--- src/logic/anno_regs.svh ---
`ifndef ANNO_REGS_SVH
`define ANNO_REGS_SVH

// ----------------------------------------
// Register byte offsets
// ----------------------------------------
`define OFS_CFG        8'h00
`define OFS_INPUT_VOLT 8'h04
`define OFS_UV_LEVEL   8'h08
`define OFS_DI_FUNC_LO 8'h0C
`define OFS_DI_FUNC_HI 8'h10
`define OFS_BUS_VOLT   8'h14
`define OFS_STATUS     8'h18

// ----------------------------------------
// Reset values and field positions
// ----------------------------------------
`define RST_CFG        1'h0
`define RST_INPUT_VOLT 16'h01CC
`define RST_UV_LEVEL   16'h0000
`define RST_DI_FUNC    32'h0000_0000
`define CFG_HV_BIT     0
`define ST_CODE_LSB    8

// ----------------------------------------
// Bus voltage thresholds and input voltage limit, volts
// ----------------------------------------
`define OV_LV          16'h019A
`define OV_HV          16'h0334
`define OV_HV_REDUCED  16'h02BC
`define IN_VOLT_LIMIT  16'h01CC
`define UV_LV          16'h00BE
`define UV_HV          16'h017C

// ----------------------------------------
// Input function codes
// ----------------------------------------
`define FUNC_OVERHEAT  8'h20
`define FUNC_NONE      8'h00
`define FUNC_MAX       8'h3F

// ----------------------------------------
// Display codes
// ----------------------------------------
`define CODE_NONE      8'h00
`define CODE_OV        8'h01
`define CODE_UV        8'h02
`define CODE_OH        8'h03
`define CODE_DIAG_DUP  8'h10
`define CODE_DIAG_FUNC 8'h11
`define CODE_DIAG_UV   8'h12

// ----------------------------------------
// Timing, in milliseconds and clock rate
// ----------------------------------------
`define CLK_KHZ        125000
`define REDISP_MS      5000
`define FLASH_HALF_MS  500

`endif

--- src/logic/anno_pkg.sv ---
package anno_pkg;

  // Display ownership states, one-hot
  typedef enum logic [2:0] {
    SHOW_IDLE  = 3'b001,
    SHOW_CODE  = 3'b010,
    SHOW_BLANK = 3'b100
  } show_state_e;

  typedef logic [7:0] code_t;

endpackage

--- src/logic/anno_timer_if.sv ---
`timescale 1ns/10ps

interface anno_timer_if;
  logic blank_req;
  logic blanking;
  logic flash_on;

  modport ctl (output blank_req, input blanking, input flash_on);
  modport tmr (input blank_req, output blanking, output flash_on);
endinterface

--- src/logic/anno_timer.sv ---
`timescale 1ns/10ps
`include "anno_regs.svh"

module anno_timer #(
  parameter int unsigned TICK_CYC = `CLK_KHZ,
  parameter int unsigned REDISP_MS = `REDISP_MS,
  parameter int unsigned FLASH_MS = `FLASH_HALF_MS
) (
  // Clock and reset
  input wire logic ref_clk,
  input wire logic rst,
  // Control side
  anno_timer_if.tmr t
);

  logic [31:0] tick_cnt;
  logic [31:0] next_tick_cnt;
  logic tick;
  logic next_tick;
  logic [31:0] blank_cnt;
  logic [31:0] next_blank_cnt;
  logic blanking;
  logic next_blanking;
  logic [31:0] flash_cnt;
  logic [31:0] next_flash_cnt;
  logic flash_on;
  logic next_flash_on;

  assign t.blanking = blanking;
  assign t.flash_on = flash_on;

  // Millisecond enable pulse from the one clock
  always_comb begin
    next_tick = 1'b0;
    next_tick_cnt = tick_cnt + 32'h0000_0001;
    if (tick_cnt >= TICK_CYC - 1) begin
      next_tick_cnt = 32'h0000_0000;
      next_tick = 1'b1;
    end
  end

  // Re-display hold; a new key press restarts the full wait
  always_comb begin
    next_blanking = blanking;
    next_blank_cnt = blank_cnt;
    if (t.blank_req) begin
      next_blanking = 1'b1;
      next_blank_cnt = REDISP_MS;
    end else if (blanking && tick) begin
      if (blank_cnt <= 32'h0000_0001) begin
        next_blanking = 1'b0;
        next_blank_cnt = 32'h0000_0000;
      end else begin
        next_blank_cnt = blank_cnt - 32'h0000_0001;
      end
    end
  end

  // Flash cadence, free running so all codes blink in step
  always_comb begin
    next_flash_on = flash_on;
    next_flash_cnt = flash_cnt;
    if (tick) begin
      if (flash_cnt >= FLASH_MS - 1) begin
        next_flash_cnt = 32'h0000_0000;
        next_flash_on = ~flash_on;
      end else begin
        next_flash_cnt = flash_cnt + 32'h0000_0001;
      end
    end
  end

  // State registers
  always_ff @(posedge ref_clk) begin
    if (rst) begin
      tick_cnt <= 32'h0000_0000;
      tick <= 1'b0;
      blank_cnt <= 32'h0000_0000;
      blanking <= 1'b0;
      flash_cnt <= 32'h0000_0000;
      flash_on <= 1'b1;
    end else begin
      tick_cnt <= next_tick_cnt;
      tick <= next_tick;
      blank_cnt <= next_blank_cnt;
      blanking <= next_blanking;
      flash_cnt <= next_flash_cnt;
      flash_on <= next_flash_on;
    end
  end

endmodule

--- src/logic/warning_self_diag_annunciator.sv ---
`timescale 1ns/10ps
`include "anno_regs.svh"

module warning_self_diag_annunciator #(
  parameter int unsigned TICK_CYC = `CLK_KHZ,
  parameter int unsigned REDISP_MS = `REDISP_MS,
  parameter int unsigned FLASH_MS = `FLASH_HALF_MS
) (
  // Clock and reset
  input wire logic ref_clk,
  input wire logic rst,
  // APB slave
  input wire logic psel,
  input wire logic penable,
  input wire logic pwrite,
  input wire logic [7:0] paddr,
  input wire logic [31:0] pwdata,
  output logic [31:0] prdata,
  output logic pready,
  output logic pslverr,
  // Drive state
  input wire logic [15:0] bus_voltage,
  input wire logic precharge_on,
  input wire logic drive_running,
  input wire logic [7:0] multifunction_inputs,
  input wire logic fault_trip,
  // Operator keypad
  input wire logic reset_key,
  output logic disp_own,
  output logic disp_lit,
  output logic [7:0] disp_code,
  // Run and relay
  input wire logic run_cmd,
  output logic run_accept,
  output logic fault_relay,
  // Warning levels
  output logic bus_overvolt_warning,
  output logic bus_undervolt_warning,
  output logic drive_overheat_warning,
  output logic diag_error
);

  // ----------------------------------------
  // Registers
  // ----------------------------------------
  logic hv_class;
  logic next_hv_class;
  logic [15:0] input_volt;
  logic [15:0] next_input_volt;
  logic [15:0] uv_level;
  logic [15:0] next_uv_level;
  logic [31:0] di_func_lo;
  logic [31:0] next_di_func_lo;
  logic [31:0] di_func_hi;
  logic [31:0] next_di_func_hi;
  logic [31:0] next_prdata;
  logic next_pready;
  logic next_pslverr;
  logic wr_en;
  logic mapped;
  logic [31:0] status_word;

  assign wr_en = psel && penable && pready && pwrite;

  // Address decode; unmapped offsets answer with an error
  always_comb begin
    mapped = 1'b1;
    next_prdata = 32'h0000_0000;
    case (paddr)
      `OFS_CFG: next_prdata = {31'h0000_0000, hv_class};
      `OFS_INPUT_VOLT: next_prdata = {16'h0000, input_volt};
      `OFS_UV_LEVEL: next_prdata = {16'h0000, uv_level};
      `OFS_DI_FUNC_LO: next_prdata = di_func_lo;
      `OFS_DI_FUNC_HI: next_prdata = di_func_hi;
      `OFS_BUS_VOLT: next_prdata = {16'h0000, bus_voltage};
      `OFS_STATUS: next_prdata = status_word;
      default: mapped = 1'b0;
    endcase
    if (!(psel && !penable) || pwrite) begin
      next_prdata = prdata;
    end
    next_pready = psel && !penable;
    next_pslverr = psel && !penable && !mapped;
  end

  // Register writes take effect only at the completing edge
  always_comb begin
    next_hv_class = hv_class;
    next_input_volt = input_volt;
    next_uv_level = uv_level;
    next_di_func_lo = di_func_lo;
    next_di_func_hi = di_func_hi;
    if (wr_en) begin
      case (paddr)
        `OFS_CFG: next_hv_class = pwdata[`CFG_HV_BIT];
        `OFS_INPUT_VOLT: next_input_volt = pwdata[15:0];
        `OFS_UV_LEVEL: next_uv_level = pwdata[15:0];
        `OFS_DI_FUNC_LO: next_di_func_lo = pwdata;
        `OFS_DI_FUNC_HI: next_di_func_hi = pwdata;
        default: next_hv_class = hv_class;
      endcase
    end
  end

  always_ff @(posedge ref_clk) begin
    if (rst) begin
      hv_class <= `RST_CFG;
      input_volt <= `RST_INPUT_VOLT;
      uv_level <= `RST_UV_LEVEL;
      di_func_lo <= `RST_DI_FUNC;
      di_func_hi <= `RST_DI_FUNC;
      prdata <= 32'h0000_0000;
      pready <= 1'b0;
      pslverr <= 1'b0;
    end else begin
      hv_class <= next_hv_class;
      input_volt <= next_input_volt;
      uv_level <= next_uv_level;
      di_func_lo <= next_di_func_lo;
      di_func_hi <= next_di_func_hi;
      prdata <= next_prdata;
      pready <= next_pready;
      pslverr <= next_pslverr;
    end
  end

  // ----------------------------------------
  // Condition detection
  // ----------------------------------------
  logic [15:0] ov_thresh;
  logic [15:0] uv_thresh;
  logic [63:0] func_all;
  logic ov_now;
  logic uv_now;
  logic oh_now;
  logic dup_err;
  logic func_err;
  logic uv_err;
  logic diag_now;
  anno_pkg::code_t code_now;

  assign func_all = {di_func_hi, di_func_lo};

  // Thresholds follow class and input voltage setting
  always_comb begin
    if (!hv_class) begin
      ov_thresh = `OV_LV;
    end else if (input_volt < `IN_VOLT_LIMIT) begin
      ov_thresh = `OV_HV_REDUCED;
    end else begin
      ov_thresh = `OV_HV;
    end
    // Zero level means the class default applies
    if (uv_level != `RST_UV_LEVEL) begin
      uv_thresh = uv_level;
    end else begin
      uv_thresh = hv_class ? `UV_HV : `UV_LV;
    end
  end

  // All checks are plain levels, re-evaluated each cycle
  always_comb begin
    ov_now = bus_voltage > ov_thresh;
    uv_now = (bus_voltage < uv_thresh) ||
             (drive_running && !precharge_on);
    oh_now = 1'b0;
    dup_err = 1'b0;
    func_err = 1'b0;
    for (int i = 0; i < 8; i++) begin
      if (func_all[i*8 +: 8] == `FUNC_OVERHEAT &&
          multifunction_inputs[i]) begin
        oh_now = 1'b1;
      end
      if (func_all[i*8 +: 8] > `FUNC_MAX) begin
        func_err = 1'b1;
      end
      for (int j = i + 1; j < 8; j++) begin
        if (func_all[i*8 +: 8] != `FUNC_NONE &&
            func_all[i*8 +: 8] == func_all[j*8 +: 8]) begin
          dup_err = 1'b1;
        end
      end
    end
    // A trip level at or above the high limit is contradictory
    uv_err = uv_thresh >= ov_thresh;
    diag_now = dup_err || func_err || uv_err;
  end

  // Fixed priority: diagnostics, then over, under, heat
  always_comb begin
    if (dup_err) begin
      code_now = `CODE_DIAG_DUP;
    end else if (func_err) begin
      code_now = `CODE_DIAG_FUNC;
    end else if (uv_err) begin
      code_now = `CODE_DIAG_UV;
    end else if (ov_now) begin
      code_now = `CODE_OV;
    end else if (uv_now) begin
      code_now = `CODE_UV;
    end else if (oh_now) begin
      code_now = `CODE_OH;
    end else begin
      code_now = `CODE_NONE;
    end
  end

  // ----------------------------------------
  // Keypad display ownership
  // ----------------------------------------
  anno_timer_if tif ();
  anno_pkg::show_state_e show;
  anno_pkg::show_state_e next_show;
  logic key_prev;
  logic next_key_prev;
  logic key_press;
  logic any_now;
  logic blank_req;

  assign key_press = reset_key && !key_prev;
  assign any_now = code_now != `CODE_NONE;
  assign tif.blank_req = blank_req;

  anno_timer #(
    .TICK_CYC(TICK_CYC),
    .REDISP_MS(REDISP_MS),
    .FLASH_MS(FLASH_MS)
  ) u_timer (
    .ref_clk(ref_clk),
    .rst(rst),
    .t(tif.tmr)
  );

  always_comb begin
    next_show = show;
    next_key_prev = reset_key;
    blank_req = 1'b0;
    case (show)
      anno_pkg::SHOW_IDLE: begin
        if (any_now) begin
          next_show = anno_pkg::SHOW_CODE;
        end
      end
      anno_pkg::SHOW_CODE: begin
        if (!any_now) begin
          next_show = anno_pkg::SHOW_IDLE;
        end else if (key_press) begin
          next_show = anno_pkg::SHOW_BLANK;
          blank_req = 1'b1;
        end
      end
      anno_pkg::SHOW_BLANK: begin
        if (key_press) begin
          blank_req = 1'b1;
        end else if (!tif.blanking) begin
          // Code returns only if the condition still stands
          next_show = any_now ? anno_pkg::SHOW_CODE
                              : anno_pkg::SHOW_IDLE;
        end
      end
      default: next_show = anno_pkg::SHOW_IDLE;
    endcase
  end

  always_ff @(posedge ref_clk) begin
    if (rst) begin
      show <= anno_pkg::SHOW_IDLE;
      key_prev <= 1'b0;
    end else begin
      show <= next_show;
      key_prev <= next_key_prev;
    end
  end

  // ----------------------------------------
  // Registered outputs
  // ----------------------------------------
  logic next_disp_own;
  logic next_disp_lit;
  anno_pkg::code_t next_disp_code;
  logic next_run_accept;
  logic next_fault_relay;

  // Keypad keeps its own content unless a code is shown
  always_comb begin
    next_disp_own = show == anno_pkg::SHOW_CODE && any_now;
    next_disp_lit = next_disp_own && tif.flash_on;
    next_disp_code = next_disp_own ? code_now : `CODE_NONE;
    // Warnings never gate the run path, diagnostics do
    next_run_accept = run_cmd && !diag_now;
    // Relay follows true faults only
    next_fault_relay = fault_trip;
  end

  always_ff @(posedge ref_clk) begin
    if (rst) begin
      disp_own <= 1'b0;
      disp_lit <= 1'b0;
      disp_code <= `CODE_NONE;
      run_accept <= 1'b0;
      fault_relay <= 1'b0;
      bus_overvolt_warning <= 1'b0;
      bus_undervolt_warning <= 1'b0;
      drive_overheat_warning <= 1'b0;
      diag_error <= 1'b0;
    end else begin
      disp_own <= next_disp_own;
      disp_lit <= next_disp_lit;
      disp_code <= next_disp_code;
      run_accept <= next_run_accept;
      fault_relay <= next_fault_relay;
      bus_overvolt_warning <= ov_now;
      bus_undervolt_warning <= uv_now;
      drive_overheat_warning <= oh_now;
      diag_error <= diag_now;
    end
  end

  // Status word: warning levels, diagnostics, shown code
  assign status_word = {16'h0000, disp_code, 1'b0, uv_err, func_err,
                        dup_err, diag_error, drive_overheat_warning,
                        bus_undervolt_warning, bus_overvolt_warning};

endmodule

--- config.mk ---
export PLATFORM = sky130hd
export DESIGN_NAME = warning_self_diag_annunciator
export DESIGN_NICKNAME = d
export VERILOG_FILES = /design/src/logic/anno_pkg.sv /design/src/logic/anno_timer_if.sv /design/src/logic/anno_timer.sv /design/src/logic/warning_self_diag_annunciator.sv
export VERILOG_INCLUDE_DIRS = /design/src /design/src/logic
export SDC_FILE = /design/constraint.sdc
export NUM_CORES = 1
export LEC_CHECK = 0
export BUFFER_PORTS_ARGS = -buffer_cell sky130_fd_sc_hd__buf_2
export CAP_MARGIN = 20
export CELL_PAD_IN_SITES_DETAIL_PLACEMENT = 0
export CELL_PAD_IN_SITES_GLOBAL_PLACEMENT = 1
export CORE_MARGIN = 2
export CORE_UTILIZATION = 49
export CTS_CLUSTER_DIAMETER = 60
export CTS_CLUSTER_SIZE = 40
export DETAILED_ROUTE_END_ITERATION = 8
export PLACE_DENSITY = 0.92
export SYNTH_ARGS = -nofsm -noshare
export SYNTH_HDL_FRONTEND = slang
export SYNTH_SLANG_ARGS = --single-unit
export TNS_END_PERCENT = 100
--- constraint.sdc ---
create_clock -name ref_clk -period 5.4 [get_ports ref_clk]
set_input_delay 0 -clock ref_clk [delete_from_list [all_inputs] [get_ports ref_clk]]
set_output_delay 0 -clock ref_clk [all_outputs]
set_load 0.03 [all_outputs]
==> out/metrics.csv <==
metric,value,unit
grt.total_usage,28.4,%
synth-edff-count,0,
htree_num_levels,1,
tightestPinTransition,1.02,ns
vias,12929,
root_buffer,clkbuf_16,
postPlaceCellArea,14500,um^2
final_util,56.7,%
clock_latency,0.54,ns
hold_path_startpoint,paddr[0],
grt_pass1_vias,12425,
drive_gt1_share,11.4,%
ys_ff_latch,245,
rsz0062_at_grt,false,
fin_crit_sh,78.3,%
synthFlopType,dfxtp_1,
numCtsBuffers,21,
intPower,2.90,mW
yosysWarnings,0,
area_delta_synth_final,13.5,%
synthDistinctLibCells,65,
maxCapViolCount,0,
worst_hold_path_type,in2reg,
p_sw,972,uW
hold_violations,0,
die_h,173,um
synth.avg_cell_area,8.09,um^2
final_area,15900,um^2
syn-cell-area,14000,um^2
drv_slew,0,
wl_met1,18500,um
portBuffers,118,
dpl.cell_count,2117,
swShare,25.1,%
period_needed,4.23,ns
viasPerCell,5.85,
worstSetupPathType,reg2reg,
tns,0,ns
max_freq,0.236,GHz
finClkSkew,0.0273,ns
boundaryPins,124,
dieArea,29900,um^2
die_x,173,um
startpoint_type,flip-flop,
p_clk_share,44.6,%
startpoint,uv_level[10],
antenna_found_initial,0,
top_layer,met4,
r2r-start,uv_level[10],
relSlewSlack,31.7,%
gp_congestion,0.923,
first_pass_iters,7,
final_common_cell,nand2_1,
grt_pass1_wl,68700,um
seqPwrFrac,48.1,%
yosys.area.top_type,dfxtp_1,
critPathArrivalTime,4.66,ns
cp-end-kind,flip-flop,
diodes,0,
dpl.hpwl,29700,um
clkSinkCount,245,
grt-ovfl-total,0,
cts_resized,0,
final_cell_mix,"nand2_1, dfxtp_1, nor2_1",
clock_path_buffers,3,
p_comb_share,7.3,%
power.total,3.87,mW
p_per_area,244,nW/um^2
rows,61,
final_cells,2210,
clk_pin_slew,0.09,ns
dr.first_iter.drc_count,1408,
routed_wl,43400,um
required,5.83,ns
syn_inst,1726,
initial_core_util,50.0,%
drc,0,
core_area,27900,um^2
tritoncts,built,
yosysSeqAreaShare,35.1,%
worst-path-max-fanout,27,
ant_nets,0,
wl_met2,19800,um
irDropWorstVdd,239,uV
netlist_top_cells_area,"dfxtp_1, xor2_1, xnor2_1",
status,finished clean,
fillers,2573,
regToRegSetupSlack,1.17,ns
grt_max_degree,92,
wl_met3,3250,um
p_leak,6.69,nW
wl_per_cell,19.6,um
fin_nets,1924,
async_flop_share,0,%
synth_top_cell_area_share,35.1,%
setup_viol,0,
-- metrics by stage --
stage,hold WS [ns],setup WS (ns)
floorplan,0.121,1.99
global placement,0.213,1.36
detailed placement,0.244,1.26
CTS,0.00412,1.22
global route,0.0273,0.820
finish,0.0205,1.17
-- sequential cells by signal, summed over array words and instances (netlist names), 3 cells and up --
| signal | count |
|---|---|
| uv_level | 16 |
| di_func_hi | 32 |
| input_volt | 16 |
| disp_code | 3 |
| di_func_lo | 32 |
| prdata | 32 |
| u_timer.tick_cnt | 32 |
| show | 3 |
| u_timer.flash_cnt | 32 |
| u_timer.blank_cnt | 32 |
-- layer usage --
| layer | vias to the layer above | track usage, % |
|---|---|---|
| met5 | - | 0 |
| met4 | 0 | 12.1 |
| met3 | 120 | 3.94 |
| met2 | 557 | 46.4 |
| met1 | 6132 | 37.6 |
| li1 | 6120 | - |
-- cell type report --
class	instances	area [um^2]	area share [%]
clock inverter	16	256	1.62
tap	378	473	2.98
clock buffer	22	529	3.34
inverter	24	90.1	0.568
sequential	245	4900	30.9
timing repair buffer	187	1260	7.96
multi-input combinational	1338	8340	52.6
-- repair_timing --
| action | in CTS | in global routing |
|---|---|---|
| buffers inserted | 0 | 0 |
| endpoints found under the setup margin | 0 | 0 |
| hold buffers | 53 | 1 |
| endpoints found under the hold margin | 128 | 2 |
-- synth_stat cells, drive strengths merged (6+ instances only) --
master  count
a211oi     12
a21oi     144
a221oi     15
a22oi      24
a311oi      9
a31oi      10
and2        7
and3       12
and4        7
buf        77
clkbuf     61
dfxtp     245
ha         33
inv        24
mux2i      17
nand2     261
nand2b      7
nand3      25
nand3b      7
nand4      39
nor2      178
nor2b       8
nor3       33
nor4       96
o21ai      23
or2         9
or4         6
xnor2     114
xor2      165
-- critical path, stage by stage (launching register included) --
cell and delay, ns:
dfxtp_1 0.35, nor4_1 0.38, nand3_1 0.21, nor3_1 0.43, o21bai_1 0.22, ha_1 0.27
nand2b_1 0.07, a21oi_1 0.07, o311a_1 0.33, a221o_1 0.41, nor4_4 0.34, and2_1 0.35
a211oi_4 0.09, buf_4 0.29, nor4_1 0.31
-- power by group through the flow --
stage / clock, mW / combinational [mW] / sequential (mW)
finish: 1.73 / 0.284 / 1.86
global route: 1.83 / 0.310 / 1.87
CTS: 1.75 / 0.280 / 1.86
detailed placement: 0 / 0.248 / 1.90
global placement: 0 / 0.244 / 1.90
floorplan: 0 / 0.150 / 1.91
-- logic make-up (layout without fill, tap and decap cells) --
kind of cell    count (synthesis)  in the layout  share of synthesized area [%]
xor+xnor                      279            279                           17.5
other cells                     1             20                         0.0269
mux                            18             18                           1.30
buf+inv                       162            249                           5.82
simple gates                  710            710                           24.8
fa+ha+maj                      33             33                           2.96
compound gates                278            278                           12.4
flops                         245            245                           35.1
-- final timing paths --
| path | endpoint | depth (start not counted) |
|---|---|---|
| worst min register to register | u_timer.tick_cnt[0] | 1 |
| worst max register to register | u_timer.blank_cnt[6] | 14 |
| worst min-delay path | hv_class | 5 |
| worst max-delay path | u_timer.blank_cnt[6] | 14 |
No activity file was read; power rests on OpenSTA's default activity.
